$ cat src/design/pins_pkg.sv
/*
 contents: constants, timing counts and carrier structs for the host control pin block.
 assumptions: a single 20 MHz system clock; the beeper and indicator are driven by the host pin block.
*/
package pins_pkg;
	localparam int CLK_HZ = 20000000;
	// wake low window in microseconds
	localparam int WAKE_MIN_US = 100;
	localparam int WAKE_MAX_US = 500;
	localparam int WAKE_MIN_CYC = (WAKE_MIN_US * (CLK_HZ / 1000000));
	localparam int WAKE_MAX_CYC = (WAKE_MAX_US * (CLK_HZ / 1000000));
	// trigger low and rearm high intervals in milliseconds
	localparam int TRIG_LOW_MS = 10;
	localparam int TRIG_HIGH_MS = 10;
	localparam int TRIG_LOW_CYC = TRIG_LOW_MS * (CLK_HZ / 1000);
	localparam int TRIG_HIGH_CYC = TRIG_HIGH_MS * (CLK_HZ / 1000);
	// glitch filter length in cycles
	localparam int FILT_CYC = 4;
	// baud limits in bits per second
	localparam int BAUD_MIN_BPS = 1200;
	localparam int BAUD_MAX_BPS = 115200;
	localparam int BAUD_DIV_W = 16;
	localparam logic [BAUD_DIV_W-1:0] BAUD_DIV_MAX = 16'(CLK_HZ / BAUD_MIN_BPS);
	localparam logic [BAUD_DIV_W-1:0] BAUD_DIV_MIN = 16'(CLK_HZ / BAUD_MAX_BPS);
	localparam int CNT_W = 24;
	localparam logic [CNT_W-1:0] CNT_ZERO = 24'h000000;
	localparam logic [CNT_W-1:0] CNT_ONE = 24'h000001;

	// configuration carried in from the engine core
	typedef struct packed {
		logic [CNT_W-1:0] good_read_len;
		logic [CNT_W-1:0] beep_len;
		logic [15:0] beep_half_period;
		logic [CNT_W-1:0] scan_timeout;
		logic timeout_en;
		logic [BAUD_DIV_W-1:0] baud_div;
	} pin_cfg_t;

	// events and state reported to the engine core
	typedef struct packed {
		logic restart;
		logic aim_on;
		logic session_active;
		logic session_start;
		logic [BAUD_DIV_W-1:0] baud_div;
	} pin_stat_t;
endpackage

$ cat src/design/pin_filter.sv
/*
 contents: three-stage synchroniser and glitch filter for one host pin.
 assumptions: input is asynchronous to clk; output idles high like the pin.
*/
`timescale 1ns/10ps
module pin_filter (
	// clock and reset
	input wire logic clk,
	input wire logic rst_n,
	// pin and filtered level
	input wire logic pin,
	output logic level
);
	import pins_pkg::*;
	logic [2:0] sync_r, sync_nxt;
	logic [2:0] cnt_r, cnt_nxt;
	logic level_r, level_nxt;

	// count agreement of the last two stages before accepting a change
	always_comb begin
		sync_nxt = {sync_r[1:0], pin};
		cnt_nxt = cnt_r;
		level_nxt = level_r;
		if ((sync_r[1] == sync_r[2]) && (sync_r[2] != level_r)) begin
			if (cnt_r == 3'(FILT_CYC - 1)) begin
				level_nxt = sync_r[2];
				cnt_nxt = 3'h0;
			end else begin
				cnt_nxt = cnt_r + 3'h1;
			end
		end else begin
			cnt_nxt = 3'h0;
		end
	end

	// register stage
	always_ff @(posedge clk) begin
		if (!rst_n) begin
			sync_r <= 3'h7;
			cnt_r <= 3'h0;
			level_r <= 1'b1;
		end else begin
			sync_r <= sync_nxt;
			cnt_r <= cnt_nxt;
			level_r <= level_nxt;
		end
	end

	assign level = level_r;
endmodule

$ cat src/design/host_pins.sv
/*
 contents: host control pin logic: wake/aim, trigger sessions, beeper pwm, good-read indicator.
 assumptions: engine core supplies low-power state, decode results and configuration.
*/
// Operation
// - low 100-500us then high restarts device in low power
// - held trigger low starts scan session
// - level mode scans after 10ms low
// - timeout ends session despite low trigger
// - rearm only after 10ms trigger high
// - pwm beeper output for audible events
// - good read raises indicator fixed time
// - serial baud 1200 to 115200 bps
// - wake pin aims unless low power
`timescale 1ns/10ps
module host_pins (
	// clock and reset
	input wire logic clk,
	input wire logic rst_n,
	// host pins
	input wire logic aim_or_wakeup_input,
	input wire logic trigger_n,
	output logic audible_pwm_output,
	output logic good_read_indicator,
	// engine core side
	input wire logic low_power,
	input wire logic decode_ok,
	input wire logic decode_done,
	input wire logic beep_req,
	input wire pins_pkg::pin_cfg_t cfg,
	output pins_pkg::pin_stat_t stat
);
	import pins_pkg::*;

	typedef enum logic [3:0] {
		TS_ARM = 4'b0001,
		TS_WAIT = 4'b0010,
		TS_SCAN = 4'b0100,
		TS_REARM = 4'b1000
	} trig_state_t;

	logic wake_lvl, trig_lvl;

	// filtered copies of the two host inputs
	pin_filter u_wake (
		.clk(clk),
		.rst_n(rst_n),
		.pin(aim_or_wakeup_input),
		.level(wake_lvl)
	);
	pin_filter u_trig (
		.clk(clk),
		.rst_n(rst_n),
		.pin(trigger_n),
		.level(trig_lvl)
	);

	// saturating increment shared by the wake and trigger counters
	function automatic logic [CNT_W-1:0] sat_inc(input logic [CNT_W-1:0] v);
		sat_inc = (v == {CNT_W{1'b1}}) ? v : v + CNT_ONE;
	endfunction

	// wake pulse measurement
	logic [CNT_W-1:0] wcnt_r, wcnt_nxt;
	logic wprev_r, wprev_nxt;
	logic restart_r, restart_nxt;
	logic aim_r, aim_nxt;
	always_comb begin
		wprev_nxt = wake_lvl;
		wcnt_nxt = wcnt_r;
		restart_nxt = 1'b0;
		aim_nxt = !low_power && !wake_lvl;
		if (!wake_lvl) begin
			wcnt_nxt = sat_inc(wcnt_r);
		end else begin
			wcnt_nxt = CNT_ZERO;
			if (!wprev_r && low_power && (wcnt_r >= CNT_W'(WAKE_MIN_CYC))
				&& (wcnt_r <= CNT_W'(WAKE_MAX_CYC))) begin
				restart_nxt = 1'b1;
			end
		end
	end
	always_ff @(posedge clk) begin
		if (!rst_n) begin
			wcnt_r <= CNT_ZERO;
			wprev_r <= 1'b1;
			restart_r <= 1'b0;
			aim_r <= 1'b0;
		end else begin
			wcnt_r <= wcnt_nxt;
			wprev_r <= wprev_nxt;
			restart_r <= restart_nxt;
			aim_r <= aim_nxt;
		end
	end

	// trigger session state machine
	trig_state_t ts_r, ts_nxt;
	logic [CNT_W-1:0] tcnt_r, tcnt_nxt;
	logic start_r, start_nxt;
	logic act_r, act_nxt;
	always_comb begin
		ts_nxt = ts_r;
		tcnt_nxt = tcnt_r;
		start_nxt = 1'b0;
		unique case (ts_r)
			TS_ARM: begin
				tcnt_nxt = CNT_ZERO;
				if (!trig_lvl) begin
					ts_nxt = TS_WAIT;
				end
			end
			TS_WAIT: begin
				if (trig_lvl) begin
					ts_nxt = TS_ARM;
				end else if (tcnt_r >= CNT_W'(TRIG_LOW_CYC - 1)) begin
					ts_nxt = TS_SCAN;
					start_nxt = 1'b1;
					tcnt_nxt = CNT_ZERO;
				end else begin
					tcnt_nxt = sat_inc(tcnt_r);
				end
			end
			TS_SCAN: begin
				tcnt_nxt = sat_inc(tcnt_r);
				if (decode_done || trig_lvl
					|| (cfg.timeout_en && (tcnt_r >= cfg.scan_timeout))) begin
					ts_nxt = TS_REARM;
					tcnt_nxt = CNT_ZERO;
				end
			end
			TS_REARM: begin
				if (!trig_lvl) begin
					tcnt_nxt = CNT_ZERO;
				end else if (tcnt_r >= CNT_W'(TRIG_HIGH_CYC - 1)) begin
					ts_nxt = TS_ARM;
				end else begin
					tcnt_nxt = sat_inc(tcnt_r);
				end
			end
			default: begin
				ts_nxt = TS_REARM;
				tcnt_nxt = CNT_ZERO;
			end
		endcase
		// session flag registered together with the state so the port comes from a flop
		act_nxt = (ts_nxt == TS_SCAN);
	end
	always_ff @(posedge clk) begin
		if (!rst_n) begin
			ts_r <= TS_REARM;
			tcnt_r <= CNT_ZERO;
			start_r <= 1'b0;
			act_r <= 1'b0;
		end else begin
			ts_r <= ts_nxt;
			tcnt_r <= tcnt_nxt;
			start_r <= start_nxt;
			act_r <= act_nxt;
		end
	end

	// good read indicator, high for the configured length
	logic [CNT_W-1:0] gcnt_r, gcnt_nxt;
	logic good_r, good_nxt;
	always_comb begin
		gcnt_nxt = gcnt_r;
		good_nxt = good_r;
		if (decode_ok && (cfg.good_read_len != CNT_ZERO)) begin
			gcnt_nxt = cfg.good_read_len - CNT_ONE;
			good_nxt = 1'b1;
		end else if (gcnt_r != CNT_ZERO) begin
			gcnt_nxt = gcnt_r - CNT_ONE;
		end else begin
			good_nxt = 1'b0;
		end
	end
	always_ff @(posedge clk) begin
		if (!rst_n) begin
			gcnt_r <= CNT_ZERO;
			good_r <= 1'b0;
		end else begin
			gcnt_r <= gcnt_nxt;
			good_r <= good_nxt;
		end
	end

	// beeper: square wave for the configured length, also after reset
	logic [CNT_W-1:0] bcnt_r, bcnt_nxt;
	logic [15:0] bph_r, bph_nxt;
	logic pwm_r, pwm_nxt;
	logic pwr_r, pwr_nxt;
	always_comb begin
		bcnt_nxt = bcnt_r;
		bph_nxt = bph_r;
		pwm_nxt = 1'b0;
		pwr_nxt = 1'b0;
		if (beep_req || pwr_r || decode_ok) begin
			bcnt_nxt = cfg.beep_len;
			bph_nxt = 16'h0000;
		end else if (bcnt_r != CNT_ZERO) begin
			bcnt_nxt = bcnt_r - CNT_ONE;
			pwm_nxt = pwm_r;
			if (bph_r >= cfg.beep_half_period) begin
				bph_nxt = 16'h0000;
				pwm_nxt = !pwm_r;
			end else begin
				bph_nxt = bph_r + 16'h0001;
			end
		end
	end
	always_ff @(posedge clk) begin
		if (!rst_n) begin
			bcnt_r <= CNT_ZERO;
			bph_r <= 16'h0000;
			pwm_r <= 1'b0;
			pwr_r <= 1'b1;
		end else begin
			bcnt_r <= bcnt_nxt;
			bph_r <= bph_nxt;
			pwm_r <= pwm_nxt;
			pwr_r <= pwr_nxt;
		end
	end

	// serial divisor clamped to the supported baud range
	logic [BAUD_DIV_W-1:0] div_r, div_nxt;
	always_comb begin
		div_nxt = cfg.baud_div;
		if (cfg.baud_div > BAUD_DIV_MAX) begin
			div_nxt = BAUD_DIV_MAX;
		end else if (cfg.baud_div < BAUD_DIV_MIN) begin
			div_nxt = BAUD_DIV_MIN;
		end
	end
	always_ff @(posedge clk) begin
		if (!rst_n) begin
			div_r <= BAUD_DIV_MAX;
		end else begin
			div_r <= div_nxt;
		end
	end

	assign audible_pwm_output = pwm_r;
	assign good_read_indicator = good_r;
	assign stat = '{restart: restart_r, aim_on: aim_r, session_active: act_r,
		session_start: start_r, baud_div: div_r};
endmodule

$ cat config.mk
export PLATFORM = sky130hd
export DESIGN_NAME = host_pins
export DESIGN_NICKNAME = d
export VERILOG_FILES = /design/src/design/pins_pkg.sv /design/src/design/pin_filter.sv /design/src/design/host_pins.sv
export SDC_FILE = /design/constraint.sdc
export NUM_CORES = 1
export LEC_CHECK = 0
export ABC_CLOCK_PERIOD_IN_PS = 9600
export BUFFER_PORTS_ARGS = -buffer_cell sky130_fd_sc_hd__buf_2
export CAP_MARGIN = 20
export CORE_MARGIN = 2
export CORE_UTILIZATION = 50
export CTS_BUF_LIST = sky130_fd_sc_hd__clkbuf_4
export CTS_CLUSTER_DIAMETER = 30
export DETAILED_ROUTE_END_ITERATION = 16
export GPL_ROUTABILITY_DRIVEN = 0
export PLACE_DENSITY = 0.72
export SLEW_MARGIN = 20
export SYNTH_ARGS = -nofsm -noshare
export SYNTH_HDL_FRONTEND = slang
export SYNTH_SLANG_ARGS = --single-unit
$ cat constraint.sdc
create_clock -name clk -period 9.6 [get_ports clk]
set_input_delay 0.96 -clock clk [delete_from_list [all_inputs] [get_ports clk]]
set_output_delay 0.96 -clock clk [all_outputs]
set_load 0.02 [all_outputs]
==> run_results.csv <==
group,metric,value,unit
clock_network,cts_tree,"yes",
sta,fin_skew,0.0278,ns
routing,routed-via-count,7751,
critical_path,r2r_slack,6.99,ns
yosys,synth_area,8620,sq um
critical_path,r2r-end,"bcnt_r[21]$_SDFFE_PN0P_",
grt,grt_max_degree,49,
finish,stdcell_count,1420,
power,power_switching_share,29.4,%
sta,hold_viol_final,0,
yosys,netlist_top_cells_area,"dfxtp_1, ha_1, nor2_1",
yosys,ys_types,67,
sta,period_needed,3.55,ns
sta,fmax,282,MHz
grt,grt_pass1_wl,31800,um
grt,grt_antenna_before_repair,1,
worst_hold_path,min_path_type,"reg -> reg",
routing,drt_wl_total,19300,um
routing,route.detailed.drc,0,
floorplanning,die_w,135,um
critical_path,timing.rr.start,"bcnt_r[18]$_SDFFE_PN0P_",
sta,max_slew_margin,36.3,%
power,p_leak,3.97,nW
sta,tns,0,ns
clock_network,clock-sinks,154,
place,portBuffers,134,
place,place_inst,1387,
yosys,synth_top_area_share,35.7,%
power,p_switching,361,uW
routing,viasPerCell,5.46,
yosys,avgSynthCellArea,8.11,sq um
routing,ant_nets,0,
finish,area_growth,12.9,%
finish,final-seq-area,3080,sq um
clock_network,holdBufCountCts,0,
critical_path,critPathRequiredTime,10.09,ns
routing,drt_iter0_drc,415,
yosys,synth_cells,1063,
grt,track_usage,21.1,%
worst_hold_path,min_from,"u_wake.sync_r[0]$_SDFF_PN1_",
clock_network,cts_setup_buffers,0,
yosys,synth_edf_count,0,
clock_network,clockRootBuffer,"clkbuf_4",
yosys,ys_ff_latch,154,
clock_network,path_clk_slew,0.14,ns
yosys,yosys.area.top_type,"dfxtp_1",
grt,grt_pass1_vias,6918,
run_status,status,"finished clean",
floorplanning,core-area,17100,sq um
clock_network,ctsLongestPathBuffers,2,
finish,final_common_cell,"dfxtp_1",
critical_path,cp_data_arrival_time,4.03,ns
power,p_int,869,uW
worst_hold_path,holdPathEnd,"u_wake.sync_r[1]$_SDFF_PN1_",
finish,finalNetCount,1344,
floorplanning,fp-row-count,48,
finish,multi_input_area,5180,sq um
clock_network,cts_resized,0,
floorplanning,ios,135,
floorplanning,start_util,50.6,%
sta,slew_viol_final,0,
finish,layout_common_cells,"dfxtp_1, nor2_1, buf_2",
power,p_per_area,126,nW/um^2
critical_path,path_class,"in -> reg",
routing,wl_per_cell,13.6,um
clock_network,h-tree-depth,4,
floorplanning,die_y,135,um
grt,gr-total-overflow,0,
place,hpwl,14200,um
yosys,synth_nets,1226,
power,clkPwrFrac,31.6,%
critical_path,worstPathMaxFanout,19,
yosys,ys_warn_count,0,
routing,dr.pass1.iters,7,
power,max-vdd-ir-drop,96.0,uV
job,maxCapViolCount,0,
yosys,ys_seq_area_share,35.7,%
critical_path,endpoint_kind,"flop",
power,p_seq_share,55.4,%
worst_hold_path,whs_path_depth,1,
yosys,synthArstFlopShare,0,%
critical_path,worst-r2r-cell-count,7,
clock_network,clkLatencyLatePin,0.55,ns
clock_network,numCtsBuffers,17,
finish,utilization,57.1,%
sta,period_share,37.0,%
floorplanning,dieArea,18300,sq um
sta,rsz0062_at_grt,"false",
finish,fill_cells,1651,
sta,setup_viol_count_final,0,
finish,drive_gt1_share,16.0,%
sta,worst_pin_slew,0.955,ns
critical_path,startpoint_type,"primary input",
power,p_comb_share,13.0,%
yosys,ys.flop_type,"dfxtp_1",
[metrics by stage]
step	area [sq um]	setup slack, ns	power (mW)	hold slack [ns]
2_1_floorplan	8620	5.85	0.797	0.386
3_3_place_gp	9450	5.60	0.852	0.393
3_5_place_dp	9450	5.54	0.855	0.396
4_1_cts	9730	6.16	1.24	0.420
5_1_grt	9730	5.91	1.29	0.451
6_report	9730	6.05	1.23	0.414
[worst max-delay path, stage by stage]
cell     delay, ns
buf_2         0.13
nor4_1        0.53
and4_1        0.46
a31o_1        0.75
mux2i_4       0.44
nand4_2       0.21
or3_1         0.41
a21oi_1       0.14
[synth_stat cells, types with 2 or more instances]
| cell type | instances |
|---|---|
| ha_1 | 50 |
| o22ai_1 | 2 |
| inv_1 | 54 |
| o21ai_0 | 45 |
| buf_1 | 3 |
| a22oi_1 | 3 |
| xor2_1 | 37 |
| nor2_1 | 147 |
| o21a_1 | 4 |
| and3_1 | 14 |
| nor4b_1 | 5 |
| mux2i_1 | 21 |
| nor4_1 | 31 |
| nand3_1 | 31 |
| mux2_2 | 2 |
| buf_2 | 10 |
| or3_1 | 19 |
| o32ai_1 | 2 |
| and2_1 | 12 |
| or4_1 | 8 |
| xnor2_1 | 50 |
| nand2_1 | 75 |
| nand4_1 | 32 |
| o211ai_1 | 4 |
| a21oi_1 | 66 |
| and4_1 | 5 |
| o41a_1 | 2 |
| buf_4 | 5 |
| a211oi_1 | 12 |
| nand3b_1 | 5 |
| a21boi_0 | 2 |
| nand2b_1 | 17 |
| a31oi_1 | 5 |
| nor4_2 | 3 |
| o2111ai_1 | 2 |
| a21o_1 | 11 |
| nor3_1 | 56 |
| and4b_1 | 3 |
| clkbuf_1 | 22 |
| or2_2 | 2 |
| o31ai_1 | 5 |
| dfxtp_1 | 154 |
[state kept, by name (all words and copies together), names as in the netlist]
signal and flops:
div_r 16, wcnt_r 24, u_wake.level 1, start_r 1
aim_r 1, wprev_r 1, bph_r 16, restart_r 1
u_wake.cnt_r 3, gcnt_r 24, tcnt_r 24, u_trig.level 1
u_trig.cnt_r 3, audible_pwm_output 1, good_read_indicator 1, bcnt_r 24
pwr_r 1, ts_r 4, u_trig.sync_r 3, act_r 1
u_wake.sync_r 3
[power groups by stage]
stage          Combinational [mW]  Sequential (mW)  Clock, mW
3_3_place_gp                0.157            0.695          0
5_1_grt                     0.182            0.685      0.427
3_5_place_dp                0.160            0.695          0
6_report                    0.160            0.682      0.389
2_1_floorplan               0.105            0.692          0
4_1_cts                     0.161            0.681      0.400
[per-layer routing]
| metal | global-route usage, % | up-vias | routed length, um |
|---|---|---|---|
| li1 | - | 4011 | - |
| met1 | 28.3 | 3518 | 9040 |
| met2 | 34.5 | 202 | 8970 |
| met3 | 4.60 | 20 | 1010 |
| met4 | 5.56 | 0 | 257 |
| met5 | 0 | - | 0 |
[cell families after synthesis]
| family | share of synthesized area [%] |
|---|---|
| other cells | 0.0435 |
| compound gates | 12.6 |
| xor+xnor | 8.84 |
| mux | 2.96 |
| buf+inv | 4.50 |
| simple gates | 28.0 |
| flops | 35.7 |
| fa+ha+maj | 7.25 |
[how the worst max path moves through the flow]
stage,start,end,slack [ns],depth (start not counted)
2_1_floorplan,cfg[100],gcnt_r[20]$_SDFFE_PN0P_,5.85,13
3_3_place_gp,cfg[100],gcnt_r[20]$_SDFFE_PN0P_,5.60,8
3_5_place_dp,cfg[100],gcnt_r[18]$_SDFFE_PN0P_,5.54,8
4_1_cts,cfg[100],gcnt_r[18]$_SDFFE_PN0P_,6.16,8
5_1_grt,cfg[100],gcnt_r[20]$_SDFFE_PN0P_,5.91,8
6_report,cfg[100],gcnt_r[20]$_SDFFE_PN0P_,6.05,8
[area by class of cell]
| cell class | count | share of cell area, % |
|---|---|---|
| Clock inverter | 14 | 1.43 |
| Clock buffer | 18 | 1.39 |
| Timing Repair Buffer | 139 | 7.28 |
| Multi-Input combinational cell | 814 | 53.2 |
| Antenna cell | 1 | 0.0257 |
| Inverter | 55 | 2.12 |
| Tap cell | 225 | 2.89 |
| Sequential cell | 154 | 31.7 |
Note: power is estimated with default switching activity, not from simulation.
